==> src/sps_regs.vh <==
// constants for the serial master/slave port
// Function
// - frames of one to sixteen bits
// - master or slave mode selectable
// - transmit never stalls on unread receive
// - control bits accompany transmit data
// - one select line, selectable polarity
// - slave pin activity raises clocked event
// - enabled events wake system from sleep
// - select change in slave wakes system
// - master drives clock, polarity programmable
// - clock toggles only during transfer
// - clock driven whenever master bit set
// - master drives mosi, slave samples it
// - mosi driven whenever master bit set
// - slave drives miso, master samples it
// - miso driven only enabled slave selected
// - select defaults to active low
`ifndef SPS_REGS_VH
`define SPS_REGS_VH
// ----------------------------------------
// widths and counts
// ----------------------------------------
`define SPS_DW 16
`define SPS_LENW 4
`define SPS_CTLW 6
`define SPS_FIFO_DEPTH 16
`define SPS_FIFO_AW 4
`define SPS_DIVW 8
`define SPS_DIV_RST 8'h04
`define SPS_CNT_ZERO 8'h00
`define SPS_BIT_ZERO 4'h0
// ----------------------------------------
// control field layout in fifo word, then event flag bits
// ----------------------------------------
`define SPS_CTL_LEN_LSB 16
`define SPS_CTL_LEN_MSB 19
`define SPS_CTL_EOT 20
`define SPS_CTL_RXIGN 21
`define SPS_EVT_W 4
`define SPS_EVT_TXDONE 0
`define SPS_EVT_RXRDY 1
`define SPS_EVT_SSCHG 2
`define SPS_EVT_PINACT 3
`endif

==> src/sps_fifo.v <==
// parameterised fifo in flip-flops
`timescale 1ns/100ps
`default_nettype none
module sps_fifo #(
  parameter WIDTH = 22,
  parameter DEPTH = 16,
  parameter AW = 4
) (
  input wire ref_clk,
  input wire rst_b,
  input wire in_valid,
  output wire in_ready,
  input wire [WIDTH-1:0] in_data,
  output wire out_valid,
  input wire out_ready,
  output wire [WIDTH-1:0] out_data
);
  // ----------------------------------------
  // storage and pointers
  // ----------------------------------------
  reg [WIDTH-1:0] mem_ff [0:DEPTH-1]; // word storage
  reg [AW-1:0] wr_ff; // write index
  reg [AW-1:0] rd_ff; // read index
  reg [AW:0] cnt_ff; // fill level
  wire push = in_valid && in_ready;
  wire pop = out_valid && out_ready;
  assign in_ready = (cnt_ff != DEPTH[AW:0]);
  assign out_valid = (cnt_ff != {(AW+1){1'b0}});
  assign out_data = mem_ff[rd_ff];
  // pointer and level update
  always @(posedge ref_clk) begin
    if (!rst_b) begin
      wr_ff <= {AW{1'b0}};
      rd_ff <= {AW{1'b0}};
      cnt_ff <= {(AW+1){1'b0}};
    end else begin
      if (push) begin
        wr_ff <= wr_ff + 1'b1;
      end
      if (pop) begin
        rd_ff <= rd_ff + 1'b1;
      end
      if (push && !pop) begin
        cnt_ff <= cnt_ff + 1'b1;
      end else if (pop && !push) begin
        cnt_ff <= cnt_ff - 1'b1;
      end
    end
  end
  // data write, no reset needed on storage
  always @(posedge ref_clk) begin
    if (push) begin
      mem_ff[wr_ff] <= in_data;
    end
  end
endmodule
`default_nettype wire

==> src/sps_port.v <==
// serial master/slave port core with transmit fifo
`timescale 1ns/100ps
`default_nettype none
`include "sps_regs.vh"
// ----------------------------------------
// overview
// ----------------------------------------
// the port is one engine pair sharing a transmit fifo and a receive holder.
// master mode: the engine pops a word, asserts select, waits half a bit,
// then toggles sck every cfg_div+1 cycles. miso is sampled on the leading
// half and mosi moves on the trailing half, msb first.
// a frame carries len+1 bits (1..16); the data sits right-aligned in the
// word, so the engine shifts it up before the first bit goes out.
// when a frame ends without its end-of-transfer mark, the engine parks in
// a hold state with select still active and waits for the next word, so
// software can chain frames into one long transfer.
// slave mode: all four pins pass a two-flop synchroniser before use.
// sck edges are found by comparing the second flop against a third copy.
// this limits the outside clock to well under a quarter of ref_clk; a
// faster master would see missed edges, which was judged acceptable for
// the area saved over a second clock domain.
// the slave never pops the fifo: it reloads its shift from the head word
// whenever it is deselected, so one word answers every slave frame until
// software replaces it.
// receive: a finished word not marked ignore overwrites the holder. transmit never
// waits for software to read, which is the point of the overrun flag:
// software learns a word was lost instead of the link stalling.
// events are sticky flags; a set in the same cycle as a clear wins, so
// no event can slip between a read and a clear.
// the clockless wake path compares the raw select pin against the second
// synchroniser flop. it is combinational on purpose: with the clock
// stopped the flops hold the last level, and any pin change shows up as a
// mismatch that the system wake logic can see.
// pin enables are active low. sck, mosi and select follow the master bit
// alone, not the enable bit, so the lines never float in master mode.
// miso is only driven by an enabled slave while it is selected, so several
// slaves may share the line.
// ----------------------------------------
// limitations
// ----------------------------------------
// clock phase is fixed: sample on the leading edge, change on trailing.
// the slave frame length comes from the fifo head, sixteen when empty.
// changing polarity or mode mid-frame gives one corrupt frame.
module sps_port (
  input wire ref_clk,
  input wire rst_b,
  // configuration
  input wire cfg_enable,
  input wire cfg_master,
  input wire cfg_clk_idle_high,
  input wire cfg_sel_active_high,
  input wire [`SPS_DIVW-1:0] cfg_div,
  input wire [`SPS_EVT_W-1:0] interrupt_enable_set_reg,
  input wire wakeup_source_enable_reg,
  // transmit stream: data, length-1, end of transfer, ignore receive
  input wire tx_valid,
  output wire tx_ready,
  input wire [`SPS_DW-1:0] tx_data,
  input wire [`SPS_LENW-1:0] tx_len_m1,
  input wire tx_eot,
  input wire tx_rx_ignore,
  // receive word
  output reg [`SPS_DW-1:0] rx_data_ff,
  output reg rx_valid_ff,
  input wire rx_ack,
  output reg rx_overrun_ff,
  // events
  input wire [`SPS_EVT_W-1:0] evt_clear,
  output reg [`SPS_EVT_W-1:0] evt_flags_ff,
  output wire irq,
  output wire wake_req,
  output wire busy,
  // pins: oe low while driving
  input wire sck_in,
  output reg sck_out_ff,
  output wire sck_oe_b,
  input wire mosi_in,
  output reg mosi_out_ff,
  output wire mosi_oe_b,
  input wire miso_in,
  output reg miso_out_ff,
  output wire miso_oe_b,
  input wire sel_in,
  output reg sel_out_ff,
  output wire sel_oe_b
);
  // ----------------------------------------
  // states
  // ----------------------------------------
  localparam [3:0] ST_IDLE = 4'h1; // waiting for data
  localparam [3:0] ST_LEAD = 4'h2; // select asserted, half bit
  localparam [3:0] ST_SHIFT = 4'h4; // clocking bits
  localparam [3:0] ST_HOLD = 4'h8; // chained frame gap

  // fifo word width: data plus control
  localparam FW = `SPS_DW + `SPS_CTLW;

  // one bit level of select, given polarity
  function sel_level;
    input act;
    input hi;
    begin
      sel_level = hi ? act : ~act;
    end
  endfunction

  // ----------------------------------------
  // transmit fifo
  // ----------------------------------------
  wire [FW-1:0] f_in = {tx_rx_ignore, tx_eot, tx_len_m1, tx_data};
  wire [FW-1:0] f_out;
  wire f_valid;
  wire f_ready;
  sps_fifo #(
    .WIDTH(FW),
    .DEPTH(`SPS_FIFO_DEPTH),
    .AW(`SPS_FIFO_AW)
  ) u_fifo (
    .ref_clk(ref_clk),
    .rst_b(rst_b),
    .in_valid(tx_valid),
    .in_ready(tx_ready),
    .in_data(f_in),
    .out_valid(f_valid),
    .out_ready(f_ready),
    .out_data(f_out)
  );

  // ----------------------------------------
  // pin synchronisers
  // ----------------------------------------
  reg [3:0] s1_ff; // first stage, read only by second
  reg [3:0] s2_ff; // second stage
  reg [3:0] s3_ff; // history for edges
  always @(posedge ref_clk) begin
    if (!rst_b) begin
      s1_ff <= 4'h0;
      s2_ff <= 4'h0;
      s3_ff <= 4'h0;
    end else begin
      s1_ff <= {sel_in, miso_in, mosi_in, sck_in};
      s2_ff <= s1_ff;
      s3_ff <= s2_ff;
    end
  end
  wire sck_s = s2_ff[0];
  wire mosi_s = s2_ff[1];
  wire miso_s = s2_ff[2];
  wire sel_s = s2_ff[3];
  wire sel_act = (sel_s == sel_level(1'b1, cfg_sel_active_high));
  wire sel_chg = (s2_ff[3] != s3_ff[3]);
  wire sck_chg = (s2_ff[0] != s3_ff[0]);
  // leading edge leaves idle level, trailing edge returns
  wire sck_lead = sck_chg && (s3_ff[0] == cfg_clk_idle_high);
  wire sck_trail = sck_chg && (s2_ff[0] == cfg_clk_idle_high);

  // ----------------------------------------
  // master engine registers
  // ----------------------------------------
  reg [3:0] st_ff;
  reg [3:0] nxt_st;
  reg [`SPS_DIVW-1:0] div_cnt_ff; // half bit timer
  reg [`SPS_LENW-1:0] bit_ff; // bits remaining minus one
  reg [`SPS_DW-1:0] sh_ff; // shift register
  reg [`SPS_DW-1:0] rsh_ff; // receive shift
  reg [`SPS_LENW-1:0] len_ff; // frame length minus one
  reg eot_ff; // release select after frame
  reg ign_ff; // drop received word
  reg phase_ff; // 0: leading half, 1: trailing half
  reg done_ff; // frame finished pulse
  wire tick = (div_cnt_ff == `SPS_CNT_ZERO);
  wire m_run = cfg_enable && cfg_master;
  assign f_ready = m_run && ((st_ff == ST_IDLE) || (st_ff == ST_HOLD));
  assign busy = (st_ff != ST_IDLE);

  // next state of master engine
  always @* begin
    nxt_st = st_ff;
    case (st_ff)
      ST_IDLE: begin
        if (m_run && f_valid) begin
          nxt_st = ST_LEAD;
        end
      end
      ST_LEAD: begin
        if (tick) begin
          nxt_st = ST_SHIFT;
        end
      end
      ST_SHIFT: begin
        if (tick && phase_ff && (bit_ff == `SPS_BIT_ZERO)) begin
          nxt_st = eot_ff ? ST_IDLE : ST_HOLD;
        end
      end
      ST_HOLD: begin
        if (!m_run) begin
          nxt_st = ST_IDLE;
        end else if (f_valid) begin
          nxt_st = ST_LEAD;
        end
      end
      default: begin
        nxt_st = ST_IDLE;
      end
    endcase
  end

  // master datapath: shifting msb first, length from control
  always @(posedge ref_clk) begin
    if (!rst_b) begin
      st_ff <= ST_IDLE;
      div_cnt_ff <= `SPS_DIV_RST;
      bit_ff <= `SPS_BIT_ZERO;
      sh_ff <= {`SPS_DW{1'b0}};
      rsh_ff <= {`SPS_DW{1'b0}};
      len_ff <= `SPS_BIT_ZERO;
      eot_ff <= 1'b1;
      ign_ff <= 1'b0;
      phase_ff <= 1'b0;
      done_ff <= 1'b0;
      sck_out_ff <= 1'b0;
      mosi_out_ff <= 1'b0;
      sel_out_ff <= 1'b1;
    end else begin
      st_ff <= nxt_st;
      done_ff <= 1'b0;
      div_cnt_ff <= tick ? cfg_div : div_cnt_ff - 1'b1;
      // select output: inactive when idle, held through chain
      sel_out_ff <= sel_level((nxt_st != ST_IDLE), cfg_sel_active_high);
      if (f_valid && f_ready) begin
        // load frame of 1..16 bits, aligned to top bit
        len_ff <= f_out[`SPS_CTL_LEN_MSB:`SPS_CTL_LEN_LSB];
        bit_ff <= f_out[`SPS_CTL_LEN_MSB:`SPS_CTL_LEN_LSB];
        eot_ff <= f_out[`SPS_CTL_EOT];
        // clear so a short frame lands right-aligned
        rsh_ff <= {`SPS_DW{1'b0}};
        ign_ff <= f_out[`SPS_CTL_RXIGN];
        sh_ff <= f_out[`SPS_DW-1:0] << (4'hf - f_out[`SPS_CTL_LEN_MSB:`SPS_CTL_LEN_LSB]);
        mosi_out_ff <= f_out[`SPS_CTL_LEN_MSB:`SPS_CTL_LEN_LSB] == 4'hf ?
          f_out[`SPS_DW-1] : f_out[f_out[`SPS_CTL_LEN_MSB:`SPS_CTL_LEN_LSB]];
        phase_ff <= 1'b0;
        div_cnt_ff <= cfg_div;
      end
      if (st_ff == ST_SHIFT && tick) begin
        phase_ff <= ~phase_ff;
        sck_out_ff <= ~sck_out_ff;
        if (!phase_ff) begin
          rsh_ff <= {rsh_ff[`SPS_DW-2:0], miso_s};
        end else begin
          sh_ff <= {sh_ff[`SPS_DW-2:0], 1'b0};
          mosi_out_ff <= sh_ff[`SPS_DW-2];
          if (bit_ff == `SPS_BIT_ZERO) begin
            done_ff <= 1'b1;
          end else begin
            bit_ff <= bit_ff - 1'b1;
          end
        end
      end else if (st_ff != ST_SHIFT) begin
        sck_out_ff <= cfg_clk_idle_high;
      end
    end
  end

  // ----------------------------------------
  // slave engine
  // ----------------------------------------
  reg [`SPS_DW-1:0] ssh_ff; // slave receive shift
  reg [`SPS_DW-1:0] stx_ff; // slave transmit shift
  reg [`SPS_LENW:0] scnt_ff; // bits received this frame
  reg s_done_ff; // slave word complete
  reg [`SPS_LENW-1:0] slen_ff; // slave frame length minus one
  wire s_run = cfg_enable && !cfg_master && sel_act;
  // slave takes length from last loaded control; a word per frame
  always @(posedge ref_clk) begin
    if (!rst_b) begin
      ssh_ff <= {`SPS_DW{1'b0}};
      stx_ff <= {`SPS_DW{1'b0}};
      scnt_ff <= 5'h00;
      s_done_ff <= 1'b0;
      slen_ff <= 4'hf;
      miso_out_ff <= 1'b0;
    end else begin
      s_done_ff <= 1'b0;
      if (!s_run) begin
        scnt_ff <= 5'h00;
        stx_ff <= f_valid ? f_out[`SPS_DW-1:0] : {`SPS_DW{1'b0}};
        slen_ff <= f_valid ? f_out[`SPS_CTL_LEN_MSB:`SPS_CTL_LEN_LSB] : 4'hf;
        miso_out_ff <= f_valid ? f_out[f_out[`SPS_CTL_LEN_MSB:`SPS_CTL_LEN_LSB]] : 1'b0;
      end else if (sck_lead) begin
        ssh_ff <= {ssh_ff[`SPS_DW-2:0], mosi_s};
        if (scnt_ff[`SPS_LENW-1:0] == slen_ff) begin
          scnt_ff <= 5'h00;
          s_done_ff <= 1'b1;
        end else begin
          scnt_ff <= scnt_ff + 1'b1;
        end
      end else if (sck_trail) begin
        // next bit out; counts down from top of frame
        miso_out_ff <= stx_ff[slen_ff - scnt_ff[`SPS_LENW-1:0]];
      end
    end
  end

  // ----------------------------------------
  // receive holding and events
  // ----------------------------------------
  wire m_word = done_ff && !ign_ff;
  wire rx_new = m_word || s_done_ff;
  // slave shift already holds the last bit when the done pulse stands
  wire [`SPS_DW-1:0] rx_word = s_done_ff ? ssh_ff : rsh_ff;
  reg [`SPS_EVT_W-1:0] evt_set;
  // overwrite on overrun so transmit never waits for reads
  always @(posedge ref_clk) begin
    if (!rst_b) begin
      rx_data_ff <= {`SPS_DW{1'b0}};
      rx_valid_ff <= 1'b0;
      rx_overrun_ff <= 1'b0;
    end else begin
      if (rx_new) begin
        rx_data_ff <= rx_word;
        rx_valid_ff <= 1'b1;
        rx_overrun_ff <= rx_overrun_ff | (rx_valid_ff && !rx_ack);
      end else if (rx_ack) begin
        rx_valid_ff <= 1'b0;
        rx_overrun_ff <= 1'b0;
      end
    end
  end

  // event sources
  always @* begin
    evt_set = {`SPS_EVT_W{1'b0}};
    evt_set[`SPS_EVT_TXDONE] = done_ff;
    evt_set[`SPS_EVT_RXRDY] = rx_new;
    evt_set[`SPS_EVT_SSCHG] = !cfg_master && sel_chg;
    evt_set[`SPS_EVT_PINACT] = !cfg_master && (sck_chg || sel_chg);
  end

  // sticky flags: set wins over clear
  always @(posedge ref_clk) begin
    if (!rst_b) begin
      evt_flags_ff <= {`SPS_EVT_W{1'b0}};
    end else begin
      evt_flags_ff <= (evt_flags_ff & ~evt_clear) | evt_set;
    end
  end
  assign irq = |(evt_flags_ff & interrupt_enable_set_reg);
  // deep sleep wake: combinational from raw select pin, no clock needed
  assign wake_req = irq || (wakeup_source_enable_reg && !cfg_master &&
    interrupt_enable_set_reg[`SPS_EVT_SSCHG] &&
    (sel_in != s2_ff[3]));

  // ----------------------------------------
  // pin enables, low while driving
  // ----------------------------------------
  assign sck_oe_b = !cfg_master;
  assign mosi_oe_b = !cfg_master;
  assign sel_oe_b = !cfg_master;
  assign miso_oe_b = !(cfg_enable && !cfg_master && sel_act);
endmodule
`default_nettype wire

==> config.mk <==
export PLATFORM = sky130hd
export DESIGN_NAME = sps_port
export DESIGN_NICKNAME = d
export VERILOG_FILES = /design/src/sps_fifo.v /design/src/sps_port.v
export VERILOG_INCLUDE_DIRS = /design/src
export SDC_FILE = /design/constraint.sdc
export NUM_CORES = 1
export LEC_CHECK = 0
export ABC_AREA = 1
export BUFFER_PORTS_ARGS = -buffer_cell sky130_fd_sc_hd__buf_2
export CORE_MARGIN = 2
export CORE_UTILIZATION = 59
export DETAILED_ROUTE_END_ITERATION = 8
export PLACE_DENSITY = 0.73
export SLEW_MARGIN = 30
export SYNTH_ARGS = -nofsm -noshare
export SYNTH_HDL_FRONTEND = slang
export SYNTH_SLANG_ARGS = --single-unit
==> constraint.sdc <==
create_clock -name ref_clk -period 4.1 [get_ports ref_clk]
set_input_delay 1.23 -clock ref_clk [delete_from_list [all_inputs] [get_ports ref_clk]]
set_output_delay 1.23 -clock ref_clk [all_outputs]
set_load 0.02 [all_outputs]
Yosys cells after proc, flatten, opt, wreduce, memory -nomap -nowiden
Memories as Yosys holds them, arrays and structs flattened. A register that Yosys moved wholly into a read port is not among the register bits.
Cells that the tools add are included.
W data, S select, Z words.
{"block": "totals", "reg_bits": 145, "ram_bits": 352, "inputBits": 51, "output_inout_bits": 34, "elab_cells": 163, "n_memories": 1}
{"name": "u_fifo.mem_ff", "words": 16, "word_bits": 22, "read_ports": 1, "rd_ports_with_merged_regs": 1, "wr": 1, "line_no": "sps_fifo.v:21", "rtl": "reg [WIDTH-1:0] mem_ff [0:DEPTH-1];"}
{"block": "op_classes", "add_sub_neg": 9, "order_cmp": 2, "eq_ne": 18, "n_shift": 1, "muxes": 52, "n_bitwise": 8, "n_reduce_logical": 44}
{"cell": "$mux W16", "n": 8}
{"cell": "$mux W4", "n": 13}
{"cell": "$mux W1", "n": 23}
{"cell": "$logic_and A1 B1 Y1", "n": 21}
{"cell": "$mux W8", "n": 2}
{"cell": "$pmux W4 S4", "n": 1}
{"cell": "$shl A16 B4 Y16", "n": 1}
{"cell": "$mux W5", "n": 3}
{"cell": "$add A5 B1 Y5 const B", "n": 2}
{"cell": "$add A4 B1 Y4 const B", "n": 2}
{"cell": "$and A4 B4 Y4", "n": 2}
{"cell": "$bmux W1 S4", "n": 2}
{"cell": "$eq A4 B4 Y1 const B", "n": 2}
{"cell": "$logic_not A8 Y1", "n": 1}
{"cell": "$ne A4 B1 Y1 const B", "n": 2}
{"cell": "$reduce_bool A2 Y1", "n": 4}
{"cell": "$sub A8 B1 Y8 const B", "n": 1}
{"cell": "$logic_not A1 Y1", "n": 6}
{"cell": "$lt A4 B6 Y1 const B", "n": 1}
{"cell": "$reduce_and A2 Y1", "n": 3}
{"cell": "$reduce_and A3 Y1", "n": 2}
{"cell": "$lt A4 B5 Y1 const B", "n": 1}
{"cell": "$ne A5 B5 Y1 const B", "n": 1}
{"cell": "$reduce_bool A5 Y1", "n": 1}
{"cell": "19 further kinds", "n": 29}

Logic depth before layout (Yosys ltp)
Gate-level depths: netlist of the first run.
{"block": "logic_depth", "word_depth": 8, "depth_mapped": 19, "ltp_nobuf": 18}

By module
A second synthesis of the first run with hierarchy kept.
{"block": "unflattened", "hier_cells": 2431, "area_unflattened_um2": 22158.8}
{"mod": "sps_fifo", "n_inst": 1, "cells_each": 1557, "area_each_um2": 16040.4, "seq_area_each_um2": 10910.5}
{"mod": "sps_port", "n_inst": 1, "cells_each": 874, "area_each_um2": 6118.4, "seq_area_each_um2": 2562.5}

Worst setup path after synthesis of the first run
No wires, ideal clock.
{"block": "synth_timing", "kind": "input-to-reg", "start": "input port cfg_enable", "end": "register u_fifo.cnt_ff[4]", "setup_ns": 0.119, "arrival_time_ns": 3.318, "required_time_ns": 3.981, "slack_ns": 0.663, "cell_stages": 17, "n_path_buf": 2, "path_cell_list": "nand2_1 > inv_1 > nand2_1 > nor2_1 > inv_1 > buf_4 > buf_2 > ha_1 > inv_1 > fa_1 > a21o_1 > a21oi_1 > nor2_1 > nor2_1 > nand2_1 > o21ai_0 > a21oi_1"}
{"block": "synth_between", "elab_chain_len": 6, "elab_cells_between_ends": 8, "cone_classes": "mux (1); reduce/logical (7)"}
{"item": "from (decl)", "line_no": "sps_port.v:48", "rtl": "input wire cfg_enable,"}
{"item": "$logic_and A1 B1 Y1 (*)", "line_no": "sps_port.v:172", "rtl": "wire m_run = cfg_enable && cfg_master;"}
{"item": "$logic_and A1 B1 Y1 (*)", "line_no": "sps_port.v:173", "rtl": "assign f_ready = m_run && ((st_ff == ST_IDLE) || (st_ff == ST_HOLD));"}
{"item": "$logic_and A1 B1 Y1 (*)", "line_no": "sps_fifo.v:26", "rtl": "wire pop = out_valid && out_ready;"}
{"item": "$logic_not A1 Y1", "line_no": "sps_fifo.v:43", "rtl": "if (push && !pop) begin"}
{"item": "$logic_and A1 B1 Y1", "line_no": "sps_fifo.v:43"}
{"item": "$mux W5 or $reduce_bool A2 Y1 (tied branches)"}
{"item": "to (signal assigned)", "line_no": "sps_fifo.v:35", "rtl": "cnt_ff <= {(AW+1){1'b0}};"}
{"item": "to (signal assigned)", "line_no": "sps_fifo.v:44", "rtl": "cnt_ff <= cnt_ff + 1'b1;"}
{"item": "to (signal assigned)", "line_no": "sps_fifo.v:46", "rtl": "cnt_ff <= cnt_ff - 1'b1;"}
{"item": "to (decl)", "line_no": "sps_fifo.v:24", "rtl": "reg [AW:0] cnt_ff;"}
Every way passes the cells marked *; elsewhere a longest branch is shown, timed or not.
A chain may end at the register's enable or synchronous reset.

Worst setup path after layout of the first run
{"block": "layout_timing", "start": "input port cfg_master", "end": "output port miso_oe_b"}
{"block": "layout_between", "elab_chain_len": 4}
{"item": "from (decl)", "line_no": "sps_port.v:49", "rtl": "input wire cfg_master,"}
{"item": "$logic_not A1 Y1", "line_no": "sps_port.v:359", "rtl": "assign miso_oe_b = !(cfg_enable && !cfg_master && sel_act);"}
{"item": "$logic_and A1 B1 Y1 (2 in series)", "line_no": "sps_port.v:359"}
{"item": "$logic_not A1 Y1", "line_no": "sps_port.v:359"}
{"item": "to (decl)", "line_no": "sps_port.v:82", "rtl": "output wire miso_oe_b,"}
No other way between the ends.

==> impl_metrics.py, run 1 <==
metrics = {
    "timing": {
        "fin_crit_ps": 3220,
        "hold_violations": 0,
        "timing.final.crit_share_pct": 78.5,
        "rsz0062_at_grt": "no",
        "fmax_mhz": 311,
        "max-slew-margin-rel_pct": 44.3,
        "slew_violations": 0,
        "fin_worst_skew_ps": 30.7,
        "fin_setup_tns_ps": 0,
        "finalSetupViolCount": 0,
        "worst_pin_slew_ps": 834,
    },
    "layout": {
        "drive_above_1_share_pct": 11.0,
        "postLayoutCellArea_um2": 23400,
        "multi_input_area_um2": 6360,
        "nets": 2235,
        "n_fill_cell": 2748,
        "fin_util_pct": 66.1,
        "seqCellArea_um2": 13500,
        "syn2layout_area_growth_pct": 10.9,
    },
    "detailed_routing": {
        "drtIter0Drc": 1356,
        "drc": 0,
        "antenna_left": 0,
        "via_per_inst": 5.73,
        "dr_total_vias": 15286,
        "firstDrtPassIters": 6,
        "wl_um": 49900,
        "wire_per_inst_um": 18.7,
    },
    "place": {
        "placed_cell_area_um2": 21800,
        "routabilityCongestion": 0.841,
        "portBuffers": 84,
        "place_hpwl_um": 29100,
    },
    "clock_tree": {
        "hold_buffers": 0,
        "clockBufferDepth": 3,
        "cts.clk_slew.worst_paths_ps": 60,
        "cts_root_buf": "clkbuf_16",
        "cts_made_buffers": 50,
        "cts_tree": "built",
        "ctsResizeCount": 0,
        "clock_sinks": 497,
        "insertion_delay_ps": 600,
        "post_cts.repair.setup_buffers": 0,
        "cts_max_level": 2,
    },
    "synth": {
        "synthTopCellsByCount": "nand2_1 (391), edfxtp_1 (352), nor2_1 (304), o21ai_0 (211), nand3_1 (176)",
        "synth_edf_count": 352,
        "synth_top_area_share_pct": 50.1,
        "synth_area_leaders": "edfxtp_1 (50%), dfxtp_1 (14%), nand2_1 (6.9%), nor2_1 (5.4%), o21ai_0 (5.0%)",
        "synthesis.nets": 2175,
        "syn_area_um2": 21100,
        "yosysSeqAreaShare_pct": 63.8,
        "synth_cell_types": 47,
        "ys_warn_count": 0,
        "netlist_instances": 2106,
        "yosysTopAreaCell": "edfxtp_1",
        "ys.flop_type": "edfxtp_1",
        "yosysMostFrequentCell": "nand2_1",
        "syn_area_per_cell_um2": 10.0,
        "async_flop_share_pct": 0,
        "synth_seq_cells": 497,
    },
    "status": {
        "status": "completed",
    },
    "grt": {
        "grt_overflow": 0,
        "grt_pass1_vias": 14528,
        "grt.total_usage_pct": 27.2,
        "antenna_found_initial": 2,
        "grt_pass1_wl_um": 78000,
        "grt_max_degree": 116,
    },
    "floorplanning": {
        "core_area_um2": 35400,
        "die_w_um": 193,
        "pin_count": 85,
        "die_h_um": 193,
        "dieArea_um2": 37300,
        "initial_core_util_pct": 59.7,
        "rows": 69,
    },
    "setup_path": {
        "crit_fanout": 6,
        "reg2reg_setup_slack_ps": 1110,
        "r2r_end": "sh_ff[9]",
        "critPathRequiredTime_ps": 2870,
        "endpoint_kind": "output port",
        "reg2reg_depth": 17,
        "crit_path_start_kind": "primary input",
        "crit_type": "in -> out",
        "critPathArrivalTime_ps": 1990,
    },
    "worst_hold_path": {
        "worstHoldPathType": "reg -> reg",
        "hold_path_end": "s2_ff[3]",
        "holdCritStartpoint": "s1_ff[3]",
        "holdPathStages": 2,
    },
    "job": {
        "maxCapViolCount": 0,
    },
    "power_and_ir_drop": {
        "p_per_area_nw_per_um2": 560,
        "power_leakage_nw": 9.01,
        "ir_drop_uv": 464,
    },
}
where the power goes:
part / switching (mW) / total [mW] / internal, mW
registers: 0.173 / 5.84 / 5.67
logic: 1.98 / 2.88 / 0.905
clock network: 1.91 / 4.40 / 2.49
total: 4.06 / 13.1 / 9.06
critical path, cell delays in order:
cell and delay, ps:
buf_2 110, inv_1 130, nand3_1 260, buf_2 250
how the worst max path moves through the flow:
stage / end / cells past startpoint / startpoint
final: miso_oe_b / 4 / cfg_master
after global routing: miso_oe_b / 4 / cfg_master
after CTS: miso_oe_b / 4 / cfg_master
after floorplan: u_fifo.cnt_ff[4] / 17 / cfg_enable
after global placement: u_fifo.cnt_ff[4] / 16 / cfg_master
after detailed placement: u_fifo.cnt_ff[4] / 16 / cfg_master
routing by layer:
layer / global-route usage (%) / vias up / share of wire [%]
li1: - / 7332 / -
met1: 36.3 / 7280 / 42
met2: 45.1 / 567 / 48
met3: 4.65 / 105 / 7.6
met4: 9.76 / 2 / 3.1
met5: 0 / - / 0.022
cells in the final DEF, fill, tap and decap left out, drive strengths merged, types with 2 or more instances in the layout:
| master | instances |
|---|---|
| clkinv | 22 |
| a31oi | 18 |
| fa | 2 |
| nand4 | 6 |
| clkbuf | 62 |
| nand3 | 182 |
| nor3 | 11 |
| a22o | 2 |
| o21ai | 229 |
| edfxtp | 352 |
| inv | 156 |
| ha | 16 |
| a211oi | 5 |
| a21oi | 84 |
| xnor2 | 6 |
| o22ai | 14 |
| xor2 | 9 |
| bufinv | 3 |
| o211ai | 30 |
| buf | 127 |
| nor2 | 308 |
| a32o | 10 |
| dfxtp | 145 |
| nand2 | 395 |
registers in the layout (all words and copies together), names as in the netlist, 2 cells and up, named ones only:
name	cells
u_fifo.wr_ff	4
s2_ff	4
st_ff	4
s3_ff	2
u_fifo.rd_ff	4
rx_data_ff	16
scnt_ff	4
u_fifo.mem_ff	352
slen_ff	4
div_cnt_ff	8
u_fifo.cnt_ff	5
rsh_ff	16
ssh_ff	16
stx_ff	16
sh_ff	15
evt_flags_ff	4
bit_ff	4
s1_ff	4
per-stage QoR:
| step | total power, mW | hold slack, ps | worst slack (ps) | std cells |
|---|---|---|---|---|
| floorplan | 8.07 | 390 | 663 | 2106 |
| global placement | 8.71 | 398 | 797 | 2575 |
| detailed placement | 8.78 | 415 | 751 | 2575 |
| CTS | 13.2 | 424 | 872 | 2665 |
| global route | 13.8 | 438 | 787 | 2666 |
| finish | 13.1 | 420 | 881 | 2666 |
final cells by class:
type / instances / share of cell area, %
tap: 461 / 2.46
timing repair buffer: 127 / 3.56
multi-input combinational: 1337 / 27.2
antenna: 1 / 0.0107
inverter: 153 / 2.50
clock inverter: 28 / 1.12
clock buffer: 62 / 5.62
sequential: 497 / 57.6
cells by family (layout without fill, tap and decap cells):
family | after synthesis | after routing | share of synthesized area [%]
DFF | 497 | 497 | 63.8
other | 0 | 1 | 0
AOI/OAI and AO/OA | 398 | 398 | 10.4
adders and majority gates | 18 | 18 | 1.14
xor gates and xnor gates | 15 | 15 | 0.622
and+or+nand+nor | 906 | 906 | 17.7
buffers and inverters | 272 | 370 | 6.30
Power figures use the tool's default switching activity.
==> run 2, diff against run 1 <==
Clock period 4.1 ns to 3.1 ns, I/O delays scaled along.
==> run 2 against run 1 <==
Compared with the run above:
- non-clock buffer count grew 11
- flip-flop and latch count is the same
- clock skew shrank 3.8 ps
- utilization grew 0.12 points
- first-iteration DRC count grew 30%
- count of clock-buffer cells in the layout shrank 4
- clock power grew 30%
- critical path type is now reg -> reg
- critical endpoint is now u_fifo.cnt_ff[4]
==> impl_metrics.py, run 2 (synthesis results as in run 1) <==
metrics = {
    "status": {
        "status": "completed",
    },
    "place": {
        "routabilityCongestion": 0.873,
        "portBuffers": 84,
        "placed_cell_area_um2": 21900,
        "place_hpwl_um": 28600,
        "place_ws_ps": 101,
    },
    "clock_tree": {
        "clock_sinks": 497,
        "cts.clk_slew.worst_paths_ps": 60,
        "hold_buffers": 0,
        "insertion_delay_ps": 620,
        "cts_made_buffers": 50,
        "ctsResizeCount": 0,
        "cts_root_buf": "clkbuf_16",
        "cts_tree": "built",
        "clockBufferDepth": 3,
        "post_cts.repair.setup_buffers": 0,
        "cts_max_level": 2,
    },
    "setup_path": {
        "crit_slowest_cell": "fa_1",
        "crit_path_start_kind": "flip-flop",
        "crit_type": "reg -> reg",
        "reg2reg_setup_slack_ps": 420,
        "crit_start": "u_fifo.cnt_ff[1]",
        "critPathArrivalTime_ps": 3170,
        "max_stage_delay_ps": 420,
        "crit_buf_inv": 2,
        "crit_fanout": 4,
        "regToRegStartpoint": "u_fifo.cnt_ff[1]",
        "endpoint_kind": "flip-flop",
        "cpLargestDelayFamily": "simple AND/OR/NAND/NOR gates",
        "worstPathCellList": "nor4_1, nand2_1, nand2_1, nor2_1, inv_2, ha_1, inv_1, fa_1, a21o_1, a21oi_1, nor2_1, nor2_1, nand2_1, o21ai_0, a21oi_1",
        "critPathRequiredTime_ps": 3590,
    },
    "detailed_routing": {
        "drc": 0,
        "antenna_left": 0,
        "dr_total_vias": 15240,
        "drtIter0Drc": 1767,
        "via_per_inst": 5.69,
        "wire_per_inst_um": 18.8,
        "firstDrtPassIters": 6,
        "wl_um": 50300,
    },
    "layout": {
        "fin_util_pct": 66.3,
        "postLayoutCellArea_um2": 23500,
        "largest_register_ffs": 352,
        "drive_above_1_share_pct": 11.6,
        "syn2layout_area_growth_pct": 11.1,
        "regMostFlops": "u_fifo.mem_ff",
        "final_common_cell": "nand2_1",
        "nets": 2246,
        "diodes": 0,
        "final_cell_mix": "nand2_1 (391), edfxtp_1 (352), nor2_1 (288)",
    },
    "timing": {
        "fin_crit_ps": 2680,
        "max-slew-margin-rel_pct": 41.2,
        "rsz0062_at_grt": "no",
        "finalSetupViolCount": 0,
        "fmax_mhz": 373,
        "fin_worst_skew_ps": 26.9,
        "timing.final.crit_share_pct": 86.6,
        "worst_slack_ps": 416,
        "worst_pin_slew_ps": 880,
        "fin_setup_tns_ps": 0,
        "slew_violations": 0,
        "hold_violations": 0,
    },
    "grt": {
        "grt.total_usage_pct": 27.5,
        "grt_overflow": 0,
        "grt_max_degree": 154,
        "grt_pass1_vias": 14381,
        "grt_pass1_wl_um": 77900,
        "antenna_found_initial": 0,
    },
    "job": {
        "maxCapViolCount": 0,
    },
    "power_and_ir_drop": {
        "power_leakage_nw": 9.06,
        "p_per_area_nw_per_um2": 735,
        "ir_drop_uv": 670,
        "power_mw": 17.2,
    },
    "floorplanning": {
        "dieArea_um2": 37300,
        "die_w_um": 193,
        "die_h_um": 193,
        "core_area_um2": 35400,
        "pin_count": 85,
        "rows": 69,
        "initial_core_util_pct": 59.7,
    },
    "worst_hold_path": {
        "holdCritStartpoint": "s1_ff[3]",
        "worstHoldPathType": "reg -> reg",
    },
}
-- run 2: cell types whose count changed in the layout (fill, tap and decap cells not counted), sizes merged --
cell and delta:
clkbuf -4, inv -3, clkinv +8, buf +11, diode -1, clkinvlp +1, bufinv -1
-- run 2: final cells by class --
type                            count  area (µm²)
Timing Repair Buffer              138         913
Fill cell                        2767       11900
Sequential cell                   497       13500
Tap cell                          461         577
Inverter                          153         582
Clock inverter                     33         245
Multi-Input combinational cell   1337        6360
Clock buffer                       58        1300
-- run 2: through the flow --
step,cells,hold slack (ps)
after floorplan,2106,390
after global placement,2586,395
after detailed placement,2586,408
after CTS,2677,419
after global routing,2677,441
final,2677,419
-- run 2: worst min-delay path, delay by kind of cell, from the launching register on --
family | cells | cell delay [ps]
flops | 1 | 310
simple gates | 1 | 50
buf+inv | 1 | 40
-- run 2: power breakdown --
| part | switching, mW | total (mW) | internal (mW) |
|---|---|---|---|
| Clock | 2.54 | 5.72 | 3.18 |
| Sequential | 0.188 | 7.69 | 7.50 |
| Combinational | 2.64 | 3.84 | 1.20 |
| Total | 5.37 | 17.2 | 11.9 |
-- run 2: path summary, 6_finish.rpt --
kind / to / depth (start not counted)
setup / recovery: u_fifo.cnt_ff[4] / 15
hold / removal: s2_ff[3] / 2
setup reg to reg: u_fifo.cnt_ff[4] / 15
hold reg to reg: s2_ff[3] / 2
-- run 2: routing by layer --
layer	share of wire (%)	global-route usage [%]	wire length (µm)	vias to the layer above
met2	47	45.0	23600	592
met3	8.0	5.39	4020	101
met5	0	0	0	-
met1	42	36.9	21300	7202
met4	2.8	9.56	1410	0
li1	-	-	-	7345
